**config.mk**
```make
export PLATFORM = sky130hd
export DESIGN_NAME = dtm_ctrl_flat
export DESIGN_NICKNAME = d
export VERILOG_FILES = /design/src/rtl/dtm_pkg.sv /design/src/rtl/dtm_if.sv /design/src/rtl/dtm_ctrl.sv /design/src/flat_wrapper.sv
export SDC_FILE = /design/constraint.sdc
export NUM_CORES = 1
export LEC_CHECK = 0
export BUFFER_PORTS_ARGS = -buffer_cell sky130_fd_sc_hd__buf_2
export CORE_MARGIN = 2
export CORE_UTILIZATION = 59
export DETAILED_ROUTE_END_ITERATION = 8
export GPL_TIMING_DRIVEN = 1
export PLACE_DENSITY = 0.86
export SLEW_MARGIN = 0
export SYNTH_ARGS = -nofsm -noshare
export SYNTH_HDL_FRONTEND = slang
export SYNTH_SLANG_ARGS = --single-unit
```
**constraint.sdc**
```tcl
create_clock -name clk -period 4.9 [get_ports clk]
set_clock_uncertainty 0.1 [all_clocks]
set_input_delay 0 -clock clk [delete_from_list [all_inputs] [get_ports clk]]
set_output_delay 0 -clock clk [all_outputs]
set_load 0.1 [all_outputs]
```
**src/rtl/dtm_pkg.sv**
```systemverilog
package dtm_pkg;
  // Command encodings on {csN, rasN, casN, weN}.
  localparam logic [3:0] CMD_NOP = 4'h7;
  localparam logic [3:0] CMD_ACT = 4'h3;
  localparam logic [3:0] CMD_RD = 4'h5;
  localparam logic [3:0] CMD_WR = 4'h4;
  localparam logic [3:0] CMD_PRE = 4'h2;
  localparam logic [3:0] CMD_REF = 4'h1;
  localparam logic [3:0] CMD_MRS = 4'h0;
  // Burst length field values of mode register 0.
  localparam logic [1:0] BL_FIXED8 = 2'h0;
  localparam logic [1:0] BL_OTF = 2'h1;
  localparam logic [1:0] BL_FIXED4 = 2'h2;
  localparam int A12_BIT = 12;
  localparam int AP_BIT = 10;
  localparam int TDQS_BIT = 11;
  localparam logic [3:0] BEATS_BC4 = 4'h4;
  localparam logic [3:0] BEATS_BL8 = 4'h8;
  // Timing in clocks at 100 MHz.
  localparam int CLK_PS = 10000;
  localparam int TRTP_MIN_PS = 7500;
  localparam int TRTP_MIN_CK = 4;
  localparam int TRTP_PS_CK = (TRTP_MIN_PS + CLK_PS - 1) / CLK_PS;
  localparam int TRTP_CK = (TRTP_PS_CK > TRTP_MIN_CK) ? TRTP_PS_CK : TRTP_MIN_CK;
  localparam int TCCD_CK = 4;
  localparam int TRAS_CK = 4;
  localparam int TRP_CK = 2;
  localparam int TRC_CK = 6;
  localparam int TWR_CK = 2;
  localparam int TWTR_CK = 2;
  localparam int TRFC_CK = 12;
  localparam int TREFI_CK = 780;
  localparam int WL_CK = 5;
  localparam int REF_DEBT_MAX = 8;
  localparam int REF_BURST_MAX = 16;
  localparam logic [7:0] CNT_RST = 8'h00;
endpackage

```
**src/rtl/dtm_if.sv**
```systemverilog
`timescale 1ns/100ps
interface dtm_if #(
  parameter int AW = 14,
  parameter int DW = 8
);
  logic csN;
  logic rasN;
  logic casN;
  logic weN;
  logic [2:0] ba;
  logic [AW-1:0] addr;
  logic [DW-1:0] wdata;
  logic [DW/8-1:0] dm;
  logic wvalid;
  logic strobeOk;
  logic [DW-1:0] rdata;
  logic rvalid;
  modport ctrl (output csN, rasN, casN, weN, ba, addr, wdata, dm, wvalid, strobeOk,
    input rdata, rvalid);
  modport mem (input csN, rasN, casN, weN, ba, addr, wdata, dm, wvalid, strobeOk,
    output rdata, rvalid);
endinterface

```
**src/rtl/dtm_ctrl.sv**
```systemverilog
`timescale 1ns/100ps
module dtm_ctrl
  import dtm_pkg::*;
#(
  parameter int AW = 14,
  parameter int DW = 8,
  parameter int AL = 0,
  parameter int TREFI = TREFI_CK
)
(
  input wire logic clk,
  input wire logic rst_n,
  input wire logic reqValid,
  input wire logic reqWrite,
  input wire logic reqChop,
  input wire logic [2:0] reqBank,
  input wire logic [AW-1:0] reqRow,
  input wire logic [AW-1:0] reqCol,
  input wire logic [DW-1:0] reqData,
  input wire logic [DW/8-1:0] reqMask,
  input wire logic [1:0] blMode,
  output logic reqReady,
  output logic [DW-1:0] rspData,
  output logic rspValid,
  output logic refBusy,
  dtm_if.ctrl mem
);
  typedef enum logic [2:0] {
    S_IDLE = 3'b000, S_ACT = 3'b001, S_COL = 3'b010, S_PRE = 3'b011,
    S_REF = 3'b100, S_MRS = 3'b101, S_INIT = 3'b110
  } dtm_st_e;
  typedef struct packed {
    dtm_st_e st;
    logic [7:0] wait_;
    logic signed [4:0] debt;
    logic [11:0] refiCnt;
    logic [3:0] beats;
    logic [7:0] wcnt;
    logic wr;
    logic chop;
    logic [2:0] bank;
    logic [AW-1:0] col;
    logic [DW-1:0] data;
    logic [DW/8-1:0] mask;
    logic [3:0] cmd;
    logic [AW-1:0] addr;
    logic [2:0] ba;
    logic [DW-1:0] rdat;
    logic rval;
  } dtm_c_s;
  dtm_c_s q;
  dtm_c_s d;

  // Returns the wait before precharge after a column command.
  function automatic logic [7:0] preGap(input logic wr, input logic [3:0] beats);
    if (wr)
      preGap = 8'(WL_CK + AL) + 8'(beats >> 1) + 8'(TWR_CK);
    else
      preGap = 8'(AL + TRTP_CK);
  endfunction

  // Sequences one closed-page access, refreshing when the debt demands it.
  always_comb
  begin
    d = q;
    d.cmd = CMD_NOP;
    d.rval = 1'b0;
    if (q.refiCnt == 12'(TREFI - 1))
    begin
      d.refiCnt = 12'h000;
      d.debt = q.debt + 5'sd1;
    end
    else
    begin
      d.refiCnt = q.refiCnt + 12'h001;
    end
    if (mem.rvalid)
    begin
      d.rdat = mem.rdata;
      d.rval = 1'b1;
    end
    if (q.wcnt != 8'h00)
    begin
      d.wcnt = q.wcnt - 8'h01;
    end
    if (q.wait_ != 8'h00)
    begin
      d.wait_ = q.wait_ - 8'h01;
    end
    else
    begin
      case (q.st)
        S_INIT:
        begin
          d.cmd = CMD_MRS;
          d.addr = '0;
          d.addr[1:0] = blMode;
          d.st = S_IDLE;
          d.wait_ = 8'(TCCD_CK);
        end
        S_IDLE:
        begin
          // Refresh owed at the postpone limit is forced ahead of traffic.
          if (q.debt >= 5'sd1 && (q.debt >= 5'(REF_DEBT_MAX) || !reqValid))
          begin
            d.st = S_REF;
          end
          else if (reqValid)
          begin
            d.wr = reqWrite;
            d.chop = (blMode == BL_FIXED4) || (blMode == BL_OTF && reqChop);
            d.bank = reqBank;
            d.col = reqCol;
            d.data = reqData;
            d.mask = reqMask;
            d.cmd = CMD_ACT;
            d.ba = reqBank;
            d.addr = reqRow;
            d.st = S_ACT;
            d.wait_ = 8'(TRAS_CK - 1);
          end
        end
        S_ACT:
        begin
          d.cmd = q.wr ? CMD_WR : CMD_RD;
          d.ba = q.bank;
          d.addr = q.col;
          d.addr[A12_BIT] = !q.chop;
          d.addr[AP_BIT] = 1'b0;
          d.beats = q.chop ? BEATS_BC4 : BEATS_BL8;
          d.wcnt = q.wr ? 8'(WL_CK + AL) : 8'h00;
          d.st = S_COL;
          d.wait_ = preGap(q.wr, d.beats) - 8'h01;
          if (d.wait_ < 8'(TCCD_CK - 1))
            d.wait_ = 8'(TCCD_CK - 1);
        end
        S_COL:
        begin
          d.cmd = CMD_PRE;
          d.ba = q.bank;
          d.st = S_PRE;
          d.wait_ = 8'(TRC_CK);
        end
        S_REF:
        begin
          d.cmd = CMD_REF;
          d.debt = d.debt - 5'sd1;
          d.st = S_IDLE;
          d.wait_ = 8'(TRFC_CK - 1);
        end
        default:
        begin
          d.st = S_IDLE;
          d.wait_ = 8'(TRP_CK - 1);
        end
      endcase
    end
    // Pull-in never earns credit past eight early refreshes.
    if (d.debt < -5'(REF_DEBT_MAX))
      d.debt = -5'(REF_DEBT_MAX);
  end

  always_ff @(posedge clk)
  begin
    if (!rst_n)
    begin
      q <= '0;
      q.st <= S_INIT;
      q.cmd <= CMD_NOP;
    end
    else
    begin
      q <= d;
    end
  end

  // Write data is driven for one cycle in the burst window; strobeOk is tied high.
  assign mem.csN = q.cmd[3];
  assign mem.rasN = q.cmd[2];
  assign mem.casN = q.cmd[1];
  assign mem.weN = q.cmd[0];
  assign mem.ba = q.ba;
  assign mem.addr = q.addr;
  assign mem.wdata = q.data;
  assign mem.dm = q.mask;
  assign mem.wvalid = q.wr && q.st == S_COL && q.wcnt == 8'h01;
  assign mem.strobeOk = 1'b1;
  assign reqReady = q.st == S_IDLE && q.wait_ == 8'h00 && !(q.debt >= 5'(REF_DEBT_MAX));
  assign rspData = q.rdat;
  assign rspValid = q.rval;
  assign refBusy = q.st == S_REF;
endmodule

```
**src/flat_wrapper.sv**
```systemverilog
// flat-port wrapper written by rule: the top's interface ports become plain ports
module dtm_ctrl_flat import dtm_pkg::*;
#(
  parameter int AW = 14,
  parameter int DW = 8,
  parameter int AL = 0,
  parameter int TREFI = TREFI_CK
)
  (clk, rst_n, reqValid, reqWrite, reqChop, reqBank, reqRow, reqCol, reqData, reqMask, blMode, reqReady, rspData, rspValid, refBusy, mem_csN, mem_rasN, mem_casN, mem_weN, mem_ba, mem_addr, mem_wdata, mem_dm, mem_wvalid, mem_strobeOk, mem_rdata, mem_rvalid);
  dtm_if #(.AW(AW), .DW(DW)) mem_i ();
  input wire logic clk;
  input wire logic rst_n;
  input wire logic reqValid;
  input wire logic reqWrite;
  input wire logic reqChop;
  input wire logic [2:0] reqBank;
  input wire logic [AW-1:0] reqRow;
  input wire logic [AW-1:0] reqCol;
  input wire logic [DW-1:0] reqData;
  input wire logic [DW/8-1:0] reqMask;
  input wire logic [1:0] blMode;
  output logic reqReady;
  output logic [DW-1:0] rspData;
  output logic rspValid;
  output logic refBusy;
  output wire logic [$bits(mem_i.csN)-1:0] mem_csN;
  output wire logic [$bits(mem_i.rasN)-1:0] mem_rasN;
  output wire logic [$bits(mem_i.casN)-1:0] mem_casN;
  output wire logic [$bits(mem_i.weN)-1:0] mem_weN;
  output wire logic [$bits(mem_i.ba)-1:0] mem_ba;
  output wire logic [$bits(mem_i.addr)-1:0] mem_addr;
  output wire logic [$bits(mem_i.wdata)-1:0] mem_wdata;
  output wire logic [$bits(mem_i.dm)-1:0] mem_dm;
  output wire logic [$bits(mem_i.wvalid)-1:0] mem_wvalid;
  output wire logic [$bits(mem_i.strobeOk)-1:0] mem_strobeOk;
  input wire logic [$bits(mem_i.rdata)-1:0] mem_rdata;
  input wire logic [$bits(mem_i.rvalid)-1:0] mem_rvalid;
  assign mem_csN = mem_i.csN;
  assign mem_rasN = mem_i.rasN;
  assign mem_casN = mem_i.casN;
  assign mem_weN = mem_i.weN;
  assign mem_ba = mem_i.ba;
  assign mem_addr = mem_i.addr;
  assign mem_wdata = mem_i.wdata;
  assign mem_dm = mem_i.dm;
  assign mem_wvalid = mem_i.wvalid;
  assign mem_strobeOk = mem_i.strobeOk;
  assign mem_i.rdata = mem_rdata;
  assign mem_i.rvalid = mem_rvalid;
  dtm_ctrl #(.AW(AW), .DW(DW), .AL(AL), .TREFI(TREFI)) u_core (.clk(clk), .rst_n(rst_n), .reqValid(reqValid), .reqWrite(reqWrite), .reqChop(reqChop), .reqBank(reqBank), .reqRow(reqRow), .reqCol(reqCol), .reqData(reqData), .reqMask(reqMask), .blMode(blMode), .reqReady(reqReady), .rspData(rspData), .rspValid(rspValid), .refBusy(refBusy), .mem(mem_i));
endmodule
```
==> results of run 1 <==
[state kept, by name, indices dropped and copies added (netlist names)]
name              flops
u_core.q             53
u_core.mem.wdata      8
u_core.mem.ba         3
u_core.rspValid       1
u_core.mem.casN       1
u_core.mem.dm         1
u_core.mem.addr      14
u_core.rspData        8
u_core.mem.weN        1
u_core.mem.rasN       1
[critical path: stages, from the launching register on]
cell and delay, ns:
dfxtp_1 0.34, inv_1 0.06, ha_1 0.19, or4b_1 0.58, or2_1 0.48, a21oi_2 0.93, o211ai_1 0.18, dlygate4sd3_1 0.62
a21boi_0 0.15
[synthesized netlist by cell type (6+ instances only)]
| cell type | instances | area share |
|---|---|---|
| inv_1 | 9 | 0.0074 |
| xor2_1 | 14 | 0.027 |
| mux2i_1 | 13 | 0.029 |
| xnor2_1 | 13 | 0.025 |
| o211a_1 | 14 | 0.031 |
| nand2b_1 | 8 | 0.011 |
| nor2b_1 | 19 | 0.026 |
| buf_4 | 37 | 0.061 |
| a21oi_1 | 12 | 0.013 |
| clkbuf_1 | 21 | 0.017 |
| ha_1 | 9 | 0.025 |
| nand2_1 | 93 | 0.077 |
| o211ai_1 | 6 | 0.0099 |
| nor3_1 | 7 | 0.0077 |
| a21boi_0 | 23 | 0.038 |
| nor2_1 | 35 | 0.029 |
| nand3_1 | 19 | 0.021 |
| dfxtp_1 | 91 | 0.40 |
| a22oi_1 | 10 | 0.017 |
| o21ai_0 | 9 | 0.0099 |
| a21boi_1 | 8 | 0.013 |
[metal layers]
layer	global-route usage	vias up	wire (µm)
li1	-	1970	-
met3	0.05259	33	600
met2	0.4767	145	5407
met4	0.1098	0	311
met5	0	-	0
met1	0.2920	1868	4558
[area by class of cell]
class / count / share of cell area
inverters: 9 / 0.006138
repair buffers: 151 / 0.1891
flip-flops and latches: 91 / 0.3310
clock buffers: 13 / 0.02887
well taps: 99 / 0.02251
clock inverters: 3 / 0.004092
multi-input cells: 368 / 0.4183
[final timing paths]
check                from            endpoint  cells after the start
max          u_core.q[87]  u_core.mem.addr[1]                      8
min              reqValid        u_core.q[97]                      6
max reg2reg  u_core.q[87]  u_core.mem.addr[1]                      8
min reg2reg  u_core.q[54]        u_core.q[54]                      2
[cell families (layout without fill, tap and decap cells)]
| family | Yosys count | in the layout | synth area share |
|---|---|---|---|
| AND/OR/NAND/NOR | 223 | 223 | 0.2456 |
| flip-flops | 91 | 91 | 0.4018 |
| XOR/XNOR | 27 | 27 | 0.05215 |
| buffers and inverters | 71 | 176 | 0.09051 |
| AO/OA/AOI/OAI | 94 | 94 | 0.1548 |
| multiplexers | 13 | 13 | 0.02870 |
| adder cells (fa/ha/maj) | 9 | 9 | 0.02483 |
| other | 2 | 2 | 0.001656 |
[power breakdown]
group	leakage (nW)	switching (mW)	internal, mW
Sequential	0.741	0.138	0.887
Clock	0.0819	0.258	0.213
Combinational	1.57	1.02	0.413
==> load_flow_metrics.sql, run 1 <==
INSERT INTO impl_metrics (metric_group, metric, value, unit) VALUES
('clocking', 'cts.clk_slew.worst_paths', '0.09', 'ns'),
('run_status', 'outcome', 'complete, no violations', ''),
('floorplanning', 'fp.dieW', '91.67', 'µm'),
('power', 'p_total', '2.928', 'mW'),
('sta', 'timing_max_transition_violations_final', '0', ''),
('power', 'max-vdd-ir-drop', '590.7', 'µV'),
('setup_path', 'worst_setup_path_end_kind', 'register', ''),
('final_layout', 'finish.net_count', '695', ''),
('routing', 'via_count', '4016', ''),
('clocking', 'hold_buffers', '57', ''),
('yosys', 'synth.avg_cell_area', '8.555', 'µm²'),
('sta', 'max_freq', '0.2705', 'GHz'),
('routing', 'post_detailed_route_via_to_cell_ratio', '5.471', ''),
('final_layout', 'utilization', '0.7508', ''),
('clocking', 'cts_resized', '0', ''),
('global_routing', 'track_usage', '0.2605', ''),
('global_routing', 'global_route.overflow_total', '0', ''),
('clocking', 'clock_tree.root_cell', 'clkbuf_8', ''),
('sta', 'post-route-period-util', '0.7545', ''),
('final_layout', 'layout_commonest_cell', 'buf_2', ''),
('place', 'place_congestion', '0.8213', ''),
('final_layout', 'multi_input_comb_area', '2302', 'µm²'),
('final_layout', 'final-seq-area', '1822', 'µm²'),
('sta', 'fin_hold_ws', '0.09201', 'ns'),
('sta', 'number_of_endpoints_failing_setup_at_the_final_stage', '0', ''),
('worst_hold_path', 'class_of_the_most_critical_hold_timing_path', 'in -> reg', ''),
('setup_path', 'critical_path_start_end_classification', 'reg -> reg', ''),
('routing', 'routedWlPerCell', '14.82', 'µm'),
('yosys', 'ys_seq_area_frac', '0.4018', ''),
('power', 'cellLeakagePower', '2.390', 'nW'),
('routing', 'drt_wl_total', '10880', 'µm'),
('yosys', 'synthesized_nets', '595', ''),
('place', 'dpl_worst_slack', '1.645', 'ns'),
('clocking', 'tritoncts', 'yes', ''),
('place', 'dpl-instance-area', '4752', 'µm²'),
('clocking', 'htree_num_levels', '3', ''),
('setup_path', 'cp-start-kind', 'register', ''),
('final_layout', 'post_layout_nonfiller_instances', '734', ''),
('place', 'numPortBuffers', '94', ''),
('yosys', 'synthFlopType', 'dfxtp_1', ''),
('global_routing', 'grt_start_max_net_pins', '77', ''),
('sta', 'worst_pin_slew', '1.174', 'ns'),
('routing', 'route.antenna.remaining_nets', '0', ''),
('global_routing', 'grt_pass1_vias', '3968', ''),
('yosys', 'number_of_library_cell_types_mapped_by_synthesis', '52', ''),
('yosys', 'yosys_register_bits', '91', ''),
('sta', 'final.min_clock_period', '3.697', 'ns'),
('place', 'post-place-cells', '661', ''),
('setup_path', 'critPathArrivalTime', '3.89', 'ns'),
('final_layout', 'fillers', '472', ''),
('final_layout', 'syn2layout_area_growth', '21.39', '%'),
('yosys', 'post_synth_inst_count', '530', ''),
('sta', 'worst_slack', '1.203', 'ns'),
('floorplanning', 'placementRows', '31', ''),
('yosys', 'synth_edf_count', '0', ''),
('yosys', 'postSynth.asyncResetShare', '0', ''),
('sta', 'slew-limit-headroom', '0.2175', ''),
('final_layout', 'mostFrequentLayoutCells', 'buf_2, nand2_1, dfxtp_1', ''),
('floorplanning', 'initial_core_util', '0.6185', ''),
('clocking', 'clkSinkCount', '91', ''),
('floorplanning', 'total_die_area', '8402', 'µm²'),
('clocking', 'tritoncts.num_buffers', '9', ''),
('clocking', 'clockBufferDepth', '2', ''),
('clocking', 'clock_latency_at_the_later_pin_of_the_worst_skew_pair', '0.36', 'ns'),
('sta', 'grt_setup_unrepaired', 'no', ''),
('global_routing', 'antenna_found_initial', '0', ''),
('routing', 'remaining_drc_errors', '0', ''),
('final_layout', 'final_design_area_no_fill', '5504', 'µm²'),
('sta', 'fin_setup_tns', '0', 'ns'),
('final_layout', 'antenna-diode-count', '0', ''),
('power', 'power_density', '532.1', 'nW/µm²');
(Power assumes the default switching activity.)
==> run 2: changes to the inputs <==
- ABC_AREA: unset -> 1
- CORE_UTILIZATION: 59 -> 54
- PLACE_DENSITY: 0.86 -> 0.8
- clock period: 4.9 -> 3.52 ns (I/O delays scaled with it)
==> load_flow_metrics.sql, run 2 <==
INSERT INTO impl_metrics (metric_group, metric, value, unit) VALUES
('run_status', 'outcome', 'complete, no violations', ''),
('yosys', 'yosys_register_bits', '91', ''),
('worst_hold_path', 'min_to', 'u_core.q[96]', ''),
('final_layout', 'post_route_cells_drive_above_1_share', '0.2090', ''),
('clocking', 'clkSinkCount', '91', ''),
('yosys', 'postSynth.asyncResetShare', '0', ''),
('global_routing', 'grt_most_used_layer', 'met2', ''),
('power', 'cellLeakagePower', '2.485', 'nW'),
('floorplanning', 'placementRows', '33', ''),
('global_routing', 'grt_pass1_vias', '4028', ''),
('sta', 'slew-limit-headroom', '0.6616', ''),
('yosys', 'yosys.area.top_type_share', '0.4081', ''),
('routing', 'detail_route.iter0.violations', '279', ''),
('power', 'seqPwrFrac', '0.364', ''),
('setup_path', 'cp-start-kind', 'register', ''),
('worst_hold_path', 'class_of_the_most_critical_hold_timing_path', 'in -> reg', ''),
('setup_path', 'critical_path_start_end_classification', 'reg -> reg', ''),
('routing', 'drt_wl_total', '11610', 'µm'),
('clocking', 'cts.clk_slew.worst_paths', '0.10', 'ns'),
('sta', 'final.min_clock_period', '2.742', 'ns'),
('sta', 'number_of_endpoints_failing_setup_at_the_final_stage', '0', ''),
('yosys', 'ys_seq_area_frac', '0.4081', ''),
('power', 'p_comb_frac', '0.439', ''),
('global_routing', 'global_route.overflow_total', '0', ''),
('sta', 'timing_max_transition_violations_final', '0', ''),
('worst_hold_path', 'timing.hold.worst_path_depth', '5', ''),
('power', 'p_sw', '1.670', 'mW'),
('yosys', 'area_of_the_mapped_netlist', '4464', 'µm²'),
('final_layout', 'utilization', '0.6793', ''),
('sta', 'worst_pin_slew', '0.5034', 'ns'),
('global_routing', 'antenna_found_initial', '0', ''),
('place', 'dpl_worst_slack', '1.353', 'ns'),
('sta', 'fin_hold_ws', '0.06673', 'ns'),
('global_routing', 'grt_start_max_net_pins', '52', ''),
('yosys', 'post_synth_xor_area_fraction', '0.03139', ''),
('final_layout', 'largest_reg_by_ff_count', 'u_core.q', ''),
('sta', 'grt_setup_unrepaired', 'no', ''),
('power', 'power_report.internal_total', '1.987', 'mW'),
('final_layout', 'syn2layout_area_growth', '23.77', '%'),
('yosys', 'synthesized_nets', '654', ''),
('setup_path', 'regToRegSetupSlack', '0.78', 'ns'),
('yosys', 'post_synth_mux_area_share', '0.002522', ''),
('sta', 'post-route-period-util', '0.7789', ''),
('power', 'p_total', '3.656', 'mW'),
('global_routing', 'use_met2', '0.4421', ''),
('final_layout', 'layout_commonest_cell', 'nor2_1', ''),
('setup_path', 'regToRegEndpoint', 'u_core.mem.addr[0]', ''),
('power', 'switching_share', '0.4566', ''),
('routing', 'route.antenna.remaining_nets', '0', ''),
('setup_path', 'crit_path_max_fanout', '25', ''),
('floorplanning', 'die_h', '94.93', 'µm'),
('final_layout', 'mostFrequentLayoutCells', 'nor2_1, buf_2, dfxtp_1', ''),
('yosys', 'synth_top_cell_by_area', 'dfxtp_1', ''),
('final_layout', 'largest_register_ff_count', '53', ''),
('setup_path', 'worst_setup_path_end_kind', 'register', ''),
('routing', 'via_count', '4275', ''),
('clocking', 'clockBufferDepth', '2', ''),
('yosys', 'ys_top_cells_by_area', 'dfxtp_1, nor2_1, buf_4', ''),
('place', 'place_congestion', '0.8275', ''),
('floorplanning', 'initial_core_util', '0.5488', ''),
('sta', 'max_freq', '0.3648', 'GHz'),
('clocking', 'clock_tree.root_cell', 'clkbuf_8', ''),
('yosys', 'synth_common_cells', 'nor2_1, dfxtp_1, nand2_1', ''),
('setup_path', 'cp_data_required_time', '3.73', 'ns'),
('global_routing', 'grtUsageMet3', '0.05826', ''),
('place', 'numPortBuffers', '94', ''),
('yosys', 'synthFlopType', 'dfxtp_1', ''),
('yosys', 'synth.avg_cell_area', '7.579', 'µm²'),
('final_layout', 'finish.net_count', '769', ''),
('global_routing', 'grt_first_pass_wirelength', '18170', 'µm'),
('yosys', 'yosysMostFrequentCell', 'nor2_1', ''),
('clocking', 'tritoncts', 'yes', ''),
('run', 'max-cap-violations', '0', ''),
('yosys', 'post_synth_inst_count', '589', ''),
('yosys', 'synth-simple-area-share', '0.2536', ''),
('global_routing', 'grtUsageMet1', '0.3052', ''),
('floorplanning', 'fp.dieW', '94.93', 'µm'),
('sta', 'worst_slack', '0.7784', 'ns'),
('power', 'max-vdd-ir-drop', '345.3', 'µV'),
('setup_path', 'r2r-start', 'u_core.q[87]', ''),
('floorplanning', 'total_die_area', '9011', 'µm²'),
('yosys', 'largest_family_of_logic_cells_by_synthesized_area', 'simple AND/OR/NAND/NOR gates', ''),
('yosys', 'synth_adder_area_share', '0.02522', ''),
('routing', 'post_detailed_route_via_to_cell_ratio', '5.258', ''),
('sta', 'finalHoldViolations', '0', ''),
('clocking', 'htree_num_levels', '3', ''),
('setup_path', 'critPathArrivalTime', '2.95', 'ns'),
('power', 'power_density', '661.8', 'nW/µm²'),
('routing', 'detail_route.first_pass.iterations', '5', ''),
('floorplanning', 'boundaryPins', '99', ''),
('global_routing', 'track_usage', '0.2572', ''),
('sta', 'fin_setup_tns', '0', 'ns'),
('routing', 'routedWlPerCell', '14.28', 'µm'),
('setup_path', 'timing.reg2reg.worst_path_depth', '13', ''),
('clocking', 'tritoncts.num_buffers', '9', ''),
('power', 'power_frac_clock', '0.197', ''),
('clocking', 'clock_latency_at_the_later_pin_of_the_worst_skew_pair', '0.37', 'ns'),
('clocking', 'post-cts-setup-buffers', '0', ''),
('yosys', 'number_of_library_cell_types_mapped_by_synthesis', '47', ''),
('worst_hold_path', 'min_from', 'reqValid', ''),
('final_layout', 'antenna-diode-count', '0', ''),
('yosys', 'ys_warn_count', '0', ''),
('yosys', 'synth_edf_count', '0', ''),
('floorplanning', 'placeableCoreArea', '8134', 'µm²'),
('routing', 'remaining_drc_errors', '0', ''),
('yosys', 'synth_compound_area_frac', '0.1477', ''),
('place', 'hpwl', '7099', 'µm');
==> run 2: cell types whose count changed in the layout (fill, tap and decap cells not counted), moves of 9 or more <==
cell,delta
a21boi_0,-23
a21oi_1,+20
inv_1,+45
mux2i_1,-13
nand2_1,-28
nand2_2,+9
nor2_1,+66
nor2b_1,-19
o211a_1,-14
o21ai_0,+40
o21ai_1,+9
==> run 2: power by group through the flow <==
stage / clock network [mW] / logic, mW / registers [mW]
global route: 0.770 / 1.74 / 1.35
CTS: 0.716 / 1.60 / 1.33
global placement: 0 / 1.48 / 1.34
detailed placement: 0 / 1.52 / 1.35
floorplan: 0 / 1.24 / 1.43
finish: 0.719 / 1.61 / 1.33
==> run 2: metrics by stage <==
stage | area, µm² | instances
4_1_cts | 5525 | 813
3_5_place_dp | 4726 | 737
5_1_grt | 5525 | 813
6_report | 5525 | 813
2_1_floorplan | 4464 | 589
3_3_place_gp | 4726 | 737
==> run 2: area by class of cell <==
cell class | instances | area (µm²)
multi-input cells | 386 | 2063
repair buffers | 157 | 1096
clock buffers | 9 | 123.9
flip-flops and latches | 91 | 1822
fillers | 629 | 2609
inverters | 59 | 224.0
well taps | 105 | 131.4
clock inverters | 6 | 65.06
==> run 2: worst max path at each step <==
stage                      start                 end  cells past startpoint
CTS                 u_core.q[87]  u_core.mem.addr[1]                     13
global route        u_core.q[87]  u_core.mem.addr[0]                     13
detailed placement  u_core.q[87]        u_core.q[57]                     11
finish              u_core.q[87]  u_core.mem.addr[0]                     13
floorplan           u_core.q[95]        u_core.q[85]                      6
global placement    u_core.q[87]        u_core.q[57]                     11
==> run 2: what timing repair did <==
| item | 4_1_cts | 5_1_grt |
|---|---|---|
| hold endpoints to repair | 56 | 0 |
| resized for setup | 0 | 0 |
| hold buffers | 61 | 0 |
| setup endpoints to repair | 0 | 0 |
==> run 2: kinds of logic after synthesis <==
group,after synthesis
AOI/OAI and AO/OA,116
xor gates and xnor gates,16
adders and majority gates,9
buffers and inverters,112
DFF,91
muxes,1
other,2
and+or+nand+nor,242
==> run 2: worst max-delay path: stages (launching register included) <==
cell           delay (ns)
dfxtp_1              0.31
inv_1                0.11
ha_1                 0.18
inv_1                0.05
nor2_2               0.12
nand2_2              0.11
nor2_8               0.18
inv_4                0.11
nor2_4               0.11
nand2_1              0.10
inv_2                0.30
o21ai_0              0.15
a41oi_1              0.19
dlygate4sd3_1        0.57
==> run 2: metal layers <==
| layer | share of wire | wire length, µm |
|---|---|---|
| met3 | 0.062 | 721 |
| met5 | 0 | 0 |
| met1 | 0.41 | 4719 |
| met2 | 0.50 | 5861 |
| met4 | 0.026 | 306 |
==> run 3: changes to the inputs <==
- clock period: 3.52 -> 2.86 ns (I/O delays scaled with it)
==> load_flow_metrics.sql, run 3 (same netlist as run 2, synthesis figures left out) <==
INSERT INTO impl_metrics (metric_group, metric, value, unit) VALUES
('final_layout', 'syn2layout_area_growth', '24.08', '%'),
('setup_path', 'critPathArrivalTime', '2.87', 'ns'),
('global_routing', 'grt_pass1_vias', '4133', ''),
('setup_path', 'cp_data_required_time', '3.07', 'ns'),
('final_layout', 'post_layout_nonfiller_instances', '813', ''),
('floorplanning', 'initial_core_util', '0.5488', ''),
('place', 'hpwl', '6997', 'µm'),
('global_routing', 'antenna_found_initial', '0', ''),
('sta', 'grt_setup_unrepaired', 'no', ''),
('final_layout', 'antenna-diode-count', '0', ''),
('routing', 'via_count', '4281', ''),
('clocking', 'clock_tree.root_cell', 'clkbuf_8', ''),
('floorplanning', 'placementRows', '33', ''),
('run', 'max-cap-violations', '0', ''),
('place', 'dpl-instance-area', '4726', 'µm²'),
('final_layout', 'layout_commonest_cell', 'nor2_1', ''),
('sta', 'final.min_clock_period', '2.666', 'ns'),
('routing', 'met1Wirelength', '4806', 'µm'),
('routing', 'drt_wl_total', '11400', 'µm'),
('setup_path', 'critical_path_start_end_classification', 'reg -> reg', ''),
('clocking', 'clock_latency_at_the_later_pin_of_the_worst_skew_pair', '0.36', 'ns'),
('floorplanning', 'placeableCoreArea', '8134', 'µm²'),
('place', 'dpl_worst_slack', '0.6523', 'ns'),
('routing', 'routedWlPerCell', '14.02', 'µm'),
('sta', 'number_of_endpoints_failing_setup_at_the_final_stage', '0', ''),
('global_routing', 'grt_first_pass_wirelength', '18520', 'µm'),
('routing', 'detail_route.iter0.violations', '229', ''),
('power', 'power_density', '814.5', 'nW/µm²'),
('clocking', 'tritoncts', 'yes', ''),
('global_routing', 'track_usage', '0.2619', ''),
('routing', 'dr_wl_met3', '670', 'µm'),
('floorplanning', 'die_h', '94.93', 'µm'),
('place', 'numPortBuffers', '94', ''),
('place', 'place_congestion', '0.8283', ''),
('setup_path', 'standard_cell_with_the_maximum_stage_delay_on_the_critical_path', 'dlygate4sd3_1', ''),
('power', 'max-vdd-ir-drop', '388.6', 'µV'),
('final_layout', 'post_route_cells_drive_above_1_share', '0.2090', ''),
('setup_path', 'crit_path_max_fanout', '25', ''),
('routing', 'detailroute.wirelength.met2', '5614', 'µm'),
('global_routing', 'grt_start_max_net_pins', '52', ''),
('sta', 'finalHoldViolations', '0', ''),
('setup_path', 'cp-start-kind', 'register', ''),
('clocking', 'htree_num_levels', '3', ''),
('sta', 'max_freq', '0.3750', 'GHz'),
('clocking', 'cts.clk_slew.worst_paths', '0.09', 'ns'),
('clocking', 'clockBufferDepth', '2', ''),
('clocking', 'clkSinkCount', '91', ''),
('final_layout', 'fillers', '649', ''),
('sta', 'post-route-period-util', '0.9323', ''),
('final_layout', 'mostFrequentLayoutCells', 'nor2_1, buf_2, dfxtp_1', ''),
('run_status', 'outcome', 'complete, no violations', ''),
('setup_path', 'critPathLaunch', 'u_core.q[87]', ''),
('routing', 'detail_route.first_pass.iterations', '5', ''),
('final_layout', 'final_design_area_no_fill', '5539', 'µm²'),
('floorplanning', 'boundaryPins', '99', ''),
('place', 'post-place-cells', '737', ''),
('routing', 'route.antenna.remaining_nets', '0', ''),
('sta', 'timing_max_transition_violations_final', '0', ''),
('clocking', 'tritoncts.num_buffers', '9', ''),
('routing', 'highest-signal-layer', 'met4', ''),
('final_layout', 'largest_register_ff_count', '53', ''),
('floorplanning', 'total_die_area', '9011', 'µm²'),
('worst_hold_path', 'class_of_the_most_critical_hold_timing_path', 'in -> reg', ''),
('routing', 'remaining_drc_errors', '0', ''),
('power', 'cellLeakagePower', '2.483', 'nW'),
('sta', 'fin_setup_tns', '0', 'ns'),
('final_layout', 'finish.net_count', '769', ''),
('global_routing', 'global_route.overflow_total', '0', ''),
('setup_path', 'r2r-start', 'u_core.q[87]', ''),
('sta', 'worst_slack', '0.1936', 'ns'),
('setup_path', 'crit_path_max_incr_delay', '0.58', 'ns'),
('setup_path', 'cp_cell_instances', 'inv_1 -> ha_1 -> inv_1 -> nor2_2 -> nand2_2 -> nor2_8 -> inv_4 -> nor2_4 -> nand2_1 -> inv_6 -> o21ai_0 -> a41oi_1 -> dlygate4sd3_1', ''),
('sta', 'fin_hold_ws', '0.09273', 'ns'),
('setup_path', 'worst_setup_path_end_kind', 'register', ''),
('setup_path', 'timing.critical_path.mode_cell', 'inv_1', ''),
('final_layout', 'largest_reg_by_ff_count', 'u_core.q', ''),
('floorplanning', 'fp.dieW', '94.93', 'µm'),
('routing', 'post_detailed_route_via_to_cell_ratio', '5.266', ''),
('worst_hold_path', 'min_from', 'reqValid', '');
## run 3: cell count changes in the layout (fill, tap and decap cells not counted), sizes merged
cell	change
clkinv	-2
clkinvlp	+1
inv	+1
## run 3: metal layers
| metal | vias up | track usage |
|---|---|---|
| met4 | 0 | 0.1244 |
| met5 | - | 0 |
| met3 | 32 | 0.06225 |
| met2 | 164 | 0.4350 |
| li1 | 2116 | - |
| met1 | 1969 | 0.3192 |
## run 3: timing repair
| item | in CTS | in global routing |
|---|---|---|
| buffers inserted | 0 | 0 |
| endpoints found under the hold margin | 56 | 0 |
| setup endpoints to repair | 0 | 2 |
| gates resized for setup | 0 | 3 |
| hold buffers | 61 | 0 |
## run 3: critical path, delay by kind of cell (launching register included)
family | cells | cell delay, ns
buf+inv | 5 | 1.04
simple gates | 5 | 0.69
flops | 1 | 0.31
compound gates | 2 | 0.28
fa+ha+maj | 1 | 0.20
## run 3: power breakdown
part	switching (mW)	internal, mW
clock network	0.482	0.412
registers	0.160	1.47
logic	1.41	0.573
total	2.05	2.46
## run 3: cell type report
cell class / instances / area, µm² / area share
multi-input cells: 386 / 2063 / 0.3725
flip-flops and latches: 91 / 1822 / 0.3289
inverters: 59 / 229.0 / 0.04134
clock buffers: 9 / 123.9 / 0.02236
clock inverters: 6 / 73.82 / 0.01333
repair buffers: 157 / 1096 / 0.1979
well taps: 105 / 131.4 / 0.02372
## run 3: stage by stage
| step | util | total power [mW] |
|---|---|---|
| after floorplan | - | 3.283 |
| after global placement | 0.5810 | 3.468 |
| after detailed placement | 0.5810 | 3.524 |
| after CTS | 0.6804 | 4.482 |
| after global routing | 0.6810 | 4.803 |
| final | 0.6810 | 4.512 |
## run 3: path summary, 6_finish.rpt
| path | slack [ns] | depth (start not counted) | to |
|---|---|---|---|
| max | 0.19 | 13 | u_core.mem.addr[0] |
| min | 0.09 | 6 | u_core.q[95] |
| max reg2reg | 0.19 | 13 | u_core.mem.addr[0] |
| min reg2reg | 0.36 | 2 | u_core.q[53] |
